### config.mk
export PLATFORM = sky130hd
export DESIGN_NAME = asp_port
export DESIGN_NICKNAME = d
export VERILOG_FILES = /design/src/verilog/asp_port.v
export VERILOG_INCLUDE_DIRS = /design/src /design/src/verilog
export SDC_FILE = /design/constraint.sdc
export NUM_CORES = 1
export LEC_CHECK = 0
export BUFFER_PORTS_ARGS = -buffer_cell sky130_fd_sc_hd__buf_4
export CAP_MARGIN = 20
export CELL_PAD_IN_SITES_DETAIL_PLACEMENT = 1
export CELL_PAD_IN_SITES_GLOBAL_PLACEMENT = 2
export CORE_MARGIN = 3
export CORE_UTILIZATION = 35
export CTS_BUF_LIST = sky130_fd_sc_hd__clkbuf_16
export CTS_CLUSTER_DIAMETER = 40
export DETAILED_ROUTE_END_ITERATION = 16
export PLACE_DENSITY_LB_ADDON = 0.1
export SLEW_MARGIN = 30
export SYNTH_ARGS = -nofsm -noshare
export SYNTH_HDL_FRONTEND = slang
export SYNTH_SLANG_ARGS = --single-unit
### constraint.sdc
create_clock -name CORE_CLK_IN -period 2.27 [get_ports CORE_CLK_IN]
set_input_delay 0.1135 -clock CORE_CLK_IN [delete_from_list [all_inputs] [get_ports CORE_CLK_IN]]
set_output_delay 0.1135 -clock CORE_CLK_IN [all_outputs]
set_load 0.01 [all_outputs]
### src/verilog/asp_consts.vh
`ifndef ASP_CONSTS_VH
`define ASP_CONSTS_VH
// Result width and daisy-chain delay in serial clock periods
`define ASP_RESULT_BITS   16
`define ASP_CHAIN_DELAY   16
// Conversion time in ns and derived core cycles at 40 MHz
`define ASP_CONV_NS       1000
`define ASP_CLK_MHZ       40
`define ASP_CONV_CYCLES   ((`ASP_CONV_NS * `ASP_CLK_MHZ) / 1000)
// Base half period of internal serial clock in core cycles
`define ASP_SCLK_HALF     1
// Reset value of the result register
`define ASP_RESULT_RST    16'h0000
`endif

### src/verilog/asp_port.v
`timescale 1ns/100ps
// Functional notes
// Select low drives shared pins as parallel bus
// Master read-after-convert uses divide inputs for clock
// Other serial modes float the divide pins
// Master mode drives internal serial clock out
// Slave shifts on host clock only with select
// Frame marker polarity follows polarity select input
// Clock invert applies in master and slave
// Slave chains input level after sixteen clocks
// Master read-during-convert shifts previous result
// Master read-after-convert shifts after conversion ends
// Result shifts out most significant bit first
// Slave updates output on rising, inverted swaps
// Slave unfinished read at completion pulses flag
// Busy high from start until result latched
// Host keeps mode inputs stable during sequences
`include "asp_consts.vh"
module asp_port
#(
  parameter W = `ASP_RESULT_BITS
)
(
  input  wire         CORE_CLK_IN,      // 40 MHz core clock
  input  wire         RESET_N_IN,       // Async reset, active low
  input  wire         PORT_TYPE_SELECT_IN, // High selects serial
  input  wire         CONVERT_START_IN, // Start pulse
  input  wire [W-1:0] CONV_DATA_IN,     // Result of conversion core
  input  wire         CS_N_IN,          // Chip select, active low
  input  wire [1:0]   CLOCK_DIVIDE_SELECT_IN, // Pin inputs
  input  wire         CLOCK_SOURCE_SELECT_IN, // High is slave
  input  wire         FRAME_MARKER_POLARITY_IN, // High: active low
  input  wire         CLOCK_INVERT_SELECT_IN, // Inverts clock sense
  input  wire         READMODE_OR_CHAIN_INPUT_IN, // Mode or chain in
  input  wire         SCLK_IN,          // Host serial clock pin in
  output wire         SCLK_OUT,         // Serial clock pin out
  output wire         SCLK_OE_N_OUT,    // Low while driving clock
  output wire         DIV_OE_N_OUT,     // Divide pins enable, low drives
  output reg  [W-1:0] PAR_DATA_OUT,     // Parallel bus
  output wire         PAR_OE_N_OUT,     // Low while bus driven
  output reg          SERIAL_RESULT_OUT, // Serial data
  output wire         FRAME_MARKER_OUT, // Frame marker
  output reg          INCOMPLETE_READ_FLAG_OUT, // One-cycle pulse
  output reg          BUSY_OUT,         // Conversion in progress
  output wire         READY_OUT         // Buffer can take a result
);

  localparam ST_IDLE  = 2'b00;
  localparam ST_SHIFT = 2'b01;
  localparam CW = 12;
  // Integer constants cut on purpose to the counters they meet
  localparam integer  CONV_N    = `ASP_CONV_CYCLES;
  localparam integer  CHAIN_N   = `ASP_CHAIN_DELAY;
  localparam integer  WORD_N    = W;
  localparam [CW-1:0] CONV_LOAD = CONV_N[CW-1:0];
  localparam [CW-1:0] CNT_ONE   = {{(CW-1){1'b0}}, 1'b1};
  localparam [4:0]    CHAIN_DLY = CHAIN_N[4:0];
  localparam [4:0]    WORD_BITS = WORD_N[4:0];

  wire serial = PORT_TYPE_SELECT_IN;
  wire slave  = serial & CLOCK_SOURCE_SELECT_IN;
  wire master = serial & ~CLOCK_SOURCE_SELECT_IN;
  wire rd_during = master & READMODE_OR_CHAIN_INPUT_IN;
  wire rd_after  = master & ~READMODE_OR_CHAIN_INPUT_IN;

  // Two-entry result buffer between converter and output port
  reg [W-1:0] buf_data [0:1];
  reg [1:0]   buf_cnt;
  reg         buf_rd_ptr;
  reg         buf_wr_ptr;
  wire        buf_valid = (buf_cnt != 2'd0);
  wire        buf_ready = (buf_cnt != 2'd2);
  reg         take;
  assign READY_OUT = buf_ready;

  // Conversion timer and busy
  reg [CW-1:0] conv_cnt;
  reg          conv_done;
  always @(posedge CORE_CLK_IN or negedge RESET_N_IN)
  begin
    if (!RESET_N_IN)
    begin
      conv_cnt  <= {CW{1'b0}};
      BUSY_OUT  <= 1'b0;
      conv_done <= 1'b0;
    end
    else
    begin
      conv_done <= 1'b0;
      if (CONVERT_START_IN && !BUSY_OUT)
      begin
        BUSY_OUT <= 1'b1;
        conv_cnt <= CONV_LOAD;
      end
      else if (BUSY_OUT && conv_cnt > CNT_ONE)
        conv_cnt <= conv_cnt - CNT_ONE;
      // Busy stays up while a full buffer stalls the latch
      else if (BUSY_OUT && buf_ready)
      begin
        BUSY_OUT  <= 1'b0;
        conv_done <= 1'b1;
      end
    end
  end

  // Buffer write on completion, read when shifter or parallel bus takes a word
  always @(posedge CORE_CLK_IN or negedge RESET_N_IN)
  begin
    if (!RESET_N_IN)
    begin
      buf_cnt    <= 2'd0;
      buf_rd_ptr <= 1'b0;
      buf_wr_ptr <= 1'b0;
      buf_data[0] <= `ASP_RESULT_RST;
      buf_data[1] <= `ASP_RESULT_RST;
    end
    else
    begin
      if (conv_done)
      begin
        buf_data[buf_wr_ptr] <= CONV_DATA_IN;
        buf_wr_ptr <= ~buf_wr_ptr;
      end
      if (take)
        buf_rd_ptr <= ~buf_rd_ptr;
      buf_cnt <= buf_cnt + {1'b0, conv_done} - {1'b0, take};
    end
  end

  // Internal serial clock, slowed by the divide inputs in read-after-convert only
  reg [5:0] div_cnt;
  reg       int_sclk;
  wire [5:0] half = rd_after ?
    (6'd1 << CLOCK_DIVIDE_SELECT_IN) : 6'd1;
  wire int_rise = (div_cnt + 6'd1 >= half) & ~int_sclk;

  // Host clock edge detect, sampled as synchronous
  reg sclk_q;
  wire sclk_n = SCLK_IN ^ CLOCK_INVERT_SELECT_IN;
  wire ext_upd = slave & ~CS_N_IN & sclk_n & ~sclk_q;

  reg [W-1:0] shreg;
  reg [4:0]   bits;
  reg [1:0]   state;
  reg         chain_q;
  reg [W-1:0] par_q;
  wire        shift_ev = slave ? ext_upd : int_rise;
  wire        word_end = ~slave & (bits == WORD_BITS) & ~int_sclk;

  // Start condition for a word per mode
  reg start_ok;
  always @*
  begin
    start_ok = 1'b0;
    if (slave)
      start_ok = ~CS_N_IN;
    else if (rd_during)
      start_ok = BUSY_OUT;
    else if (rd_after)
      start_ok = ~BUSY_OUT;
    // Parallel mode pops each word onto the bus, so busy cannot hang
    take = buf_valid & (serial ? ((state == ST_IDLE) & start_ok) : 1'b1);
  end

  always @(posedge CORE_CLK_IN or negedge RESET_N_IN)
  begin
    if (!RESET_N_IN)
    begin
      state    <= ST_IDLE;
      shreg    <= {W{1'b0}};
      bits     <= 5'd0;
      div_cnt  <= 6'd0;
      int_sclk <= 1'b0;
      sclk_q   <= 1'b0;
      chain_q  <= 1'b0;
      SERIAL_RESULT_OUT <= 1'b0;
      INCOMPLETE_READ_FLAG_OUT <= 1'b0;
      PAR_DATA_OUT <= `ASP_RESULT_RST;
    end
    else
    begin
      sclk_q <= sclk_n;
      INCOMPLETE_READ_FLAG_OUT <= 1'b0;
      if (!serial && take)
        PAR_DATA_OUT <= buf_data[buf_rd_ptr];
      if (state == ST_SHIFT && !slave && !word_end)
      begin
        div_cnt <= (div_cnt + 6'd1 >= half) ? 6'd0 : div_cnt + 6'd1;
        if (div_cnt + 6'd1 >= half)
          int_sclk <= ~int_sclk;
      end
      else
      begin
        div_cnt  <= 6'd0;
        int_sclk <= 1'b0;
      end
      case (state)
        ST_IDLE:
        begin
          if (take && serial)
          begin
            shreg <= buf_data[buf_rd_ptr];
            bits  <= 5'd0;
            state <= ST_SHIFT;
          end
        end
        ST_SHIFT:
        begin
          if (slave && conv_done)
          begin
            state <= ST_IDLE;
            INCOMPLETE_READ_FLAG_OUT <= 1'b1;
          end
          // Marker stays up until the last bit's falling clock edge
          else if (word_end)
            state <= ST_IDLE;
          else if (shift_ev)
          begin
            if (bits < CHAIN_DLY)
              SERIAL_RESULT_OUT <= shreg[W-1];
            else
              SERIAL_RESULT_OUT <= chain_q;
            shreg   <= {shreg[W-2:0], 1'b0};
            chain_q <= READMODE_OR_CHAIN_INPUT_IN;
            bits    <= bits + 5'd1;
          end
          if (slave && CS_N_IN)
            state <= ST_IDLE;
        end
        default: state <= ST_IDLE;
      endcase
    end
  end

  wire active = (state == ST_SHIFT);
  assign SCLK_OUT = int_sclk ^ CLOCK_INVERT_SELECT_IN;
  assign SCLK_OE_N_OUT = ~master;
  assign DIV_OE_N_OUT  = 1'b1;
  assign PAR_OE_N_OUT  = serial;
  assign FRAME_MARKER_OUT = active ^ FRAME_MARKER_POLARITY_IN;
endmodule // asp_port

==> out/metrics.cfg <==
[critical_path]
crit_path_end_kind = flip-flop
cp_common_cell = a21oi_2
critical_path_class = flip-flop to flip-flop
required_ps = 2500
cpMaxStageDelayCell = dfrtp_1
startpoint_type = flip-flop
cp_data_arrival_time_ps = 2580
crit_path_max_fanout = 8
cp_cell_sequence = ha_4 > xor2_4 > ha_4 > a21oi_2 > o21ai_2 > a21oi_2 > a21oi_2 > buf_4 > o31ai_4 > clkbuf_16 > a221oi_2
max_stage_delay_ps = 420

[place]
dp_hpwl_um = 8040
io_buffers = 51
place_congestion = 0.808
dpl-instance-area_um2 = 5430

[sta]
finalMaxSlewViolations = 0
max_freq_mhz = 426
worst_slew_pin_slew_ps = 785
fin_crit_sh_pct = 103
setup_ws_ps = -75.8
finalCriticalPeriod_ps = 2350
timing.slew.headroom_pct = 47.7
rsz0062_at_grt = true
finClkSkew_ps = 6.74
setup_violations = 17
final-hold-violation-count = 0

[synth]
synth_top_area_share_pct = 52.4
yosysUniqueCellTypes = 51
ys_top_cells_by_count = 99 x dfrtp_1, 39 x nand2_1, 34 x mux2_2
synth_compound_area_share_pct = 10.4
post-synth-top-area-cell = dfrtp_1
yosysMostFrequentCell = dfrtp_1
synth_top_family_by_area = simple AND/OR/NAND/NOR gates
synth-edff-count = 0
avgSynthCellArea_um2 = 11.2
ys.flop_type = dfrtp_1
synthSimpleGateAreaFrac_pct = 14.4
netlist_instances = 422
ys_top_cells_by_area = dfrtp_1 52%, mux2_2 8.1%, mux2i_1 4.2%
synthMuxAreaShare_pct = 12.3
syn-cell-area_um2 = 4730
synthXorXnorAreaFrac_pct = 2.96
yosysWarningCount = 0
synthArstFlopShare_pct = 100
ys_seq_area_share_pct = 52.4
synthAdderAreaFrac_pct = 2.91
ys_ff_latch = 99

[die]
core_area_um2 = 12900
fp.dieH_um = 122
initial_core_util_pct = 36.6
fp.dieArea_um2 = 14900
die_w_um = 122
io_pins = 53
rows = 41

[routing]
detail_route.vias_per_cell = 5.00
dr.pass1.iters = 4
num_vias = 3445
drc = 0
avgRoutedWirePerCell_um = 16.6
first_iter_violations = 170
wirelength_um = 11400
ant_nets = 0

[run]
cap_violations = 0

[global_routing]
antenna_found_initial = 0
grt_overflow = 0
grt_pass1_wl_um = 18800
grt_pass1_vias = 3630
grt_start_max_net_pins = 61
grt_use_total_pct = 16.2

[clock_network]
cts.sinks = 99
htreeDepth = 3
cts_buffers = 9
worstSkewPairLatency_ps = 350
cts_buffer_depth = 2
clk_pin_slew_worst_paths_ps = 70
cts_tree = done
cts_root_buffer = clkbuf_16

[layout]
finish.instance_area_um2 = 6150
areaGrowthSynthToFinish_pct = 30.0
drive_gt1_share_pct = 33.5
final_nets = 551
num_antenna_cells = 0
n_fill_cell = 1396

[pwr]
power_uw = 7290
power.density_nw_per_um2 = 1190
power_leakage_uw = 0.00290
peakVddDrop_v = 0.000514

[outcome]
outcome = finished with violations
violations = negative setup slack

[min_path]
hp-class = primary input to flip-flop

## path summary, 6_finish.rpt
path,startpoint,endpoint,slack [ps],cells after the start
max,div_cnt[1],shreg[4],-80,11
min,CONV_DATA_IN[4],buf_data[4],20,2
max reg2reg,div_cnt[1],shreg[4],-80,11
min reg2reg,conv_cnt[9],conv_cnt[9],480,1
max in group asynchronous,RESET_N_IN,div_cnt[2],1210,3
min in group asynchronous,RESET_N_IN,PAR_DATA_OUT[15],380,2
## stage by stage
step | setup TNS (ps) | hold WS, ps | util, % | worst slack, ps | instances
final | -915 | 18.6 | 47.5 | -75.8 | 689
after detailed placement | -1010 | 252 | 42.0 | -101 | 651
after floorplan | -31.3 | -182 | - | -31.3 | 423
after global placement | -63.5 | 246 | 42.0 | -20.5 | 651
after CTS | -733 | 0.842 | 46.2 | -68.8 | 685
after global routing | -2670 | 0.925 | 47.5 | -164 | 689
## critical path: cells and delay by family (launching register included)
family,cells,cell delay (ps)
AO/OA/AOI/OAI,6,850
XOR/XNOR,1,160
adder cells (fa/ha/maj),2,420
buffers and inverters,2,380
flip-flops,1,420
## layout by cell type (no fill, tap or decap), types with 9 or more instances in the layout
cell type       n
clkbuf_16      10
mux2_2         32
a221oi_2       13
nand2_1        38
dlygate4sd3_1  17
inv_1          26
xor2_1          9
dfrtp_1        99
nor2_1         31
mux2i_1        20
o21ai_0        24
and3_1         16
nand3_1        10
ha_1            9
buf_4          74
## layout make-up
class	count	area [um2]	area share, %
multi-input combinational	280	2230	36.3
inverter	26	97.6	1.59
clock inverter	7	80.1	1.30
clock buffer	9	225	3.66
sequential	99	2480	40.3
tap	172	215	3.50
timing repair buffer	96	822	13.4
## power by group
group          switching [uW]  leakage, uW  internal (uW)
sequential                408      0.00125           2320
combinational            1560      0.00151           1420
clock                     708     0.000150            873
total                    2670      0.00290           4620
## timing repair
item                                    CTS  global route
cloned                                    0             1
gates resized for setup                  13            19
hold buffers                             17             0
pin swaps                                 4            10
endpoints found under the setup margin   27            28
setup buffers                             1             3
hold endpoints to repair                 81             0
## flip-flops by register name (all words and copies together) (netlist names)
register,cells
BUSY_OUT,1
INCOMPLETE_READ_FLAG_OUT,1
PAR_DATA_OUT,16
SERIAL_RESULT_OUT,1
bits,5
buf_cnt,2
buf_data,32
buf_rd_ptr,1
buf_wr_ptr,1
chain_q,1
conv_cnt,12
conv_done,1
div_cnt,6
int_sclk,1
sclk_q,1
shreg,16
state,1
## routing by layer
layer | GRT usage [%] | part of all wire (%) | vias to the layer above | wire [um]
met1 | 22.4 | 47 | 1754 | 5400
met5 | 0 | 0 | - | 0
met3 | 3.36 | 2.1 | 11 | 241
li1 | - | - | 1647 | -
met4 | 5.25 | 1.4 | 0 | 161
met2 | 25.7 | 49 | 33 | 5610
## cells by family after synthesis
| kind of cell | Yosys count |
|---|---|
| adders and majority gates | 11 |
| muxes | 54 |
| and+or+nand+nor | 135 |
| buffers and inverters | 44 |
| AOI/OAI and AO/OA | 61 |
| other | 2 |
| DFF | 99 |
| xor gates and xnor gates | 16 |
(Power assumes the default switching activity.)
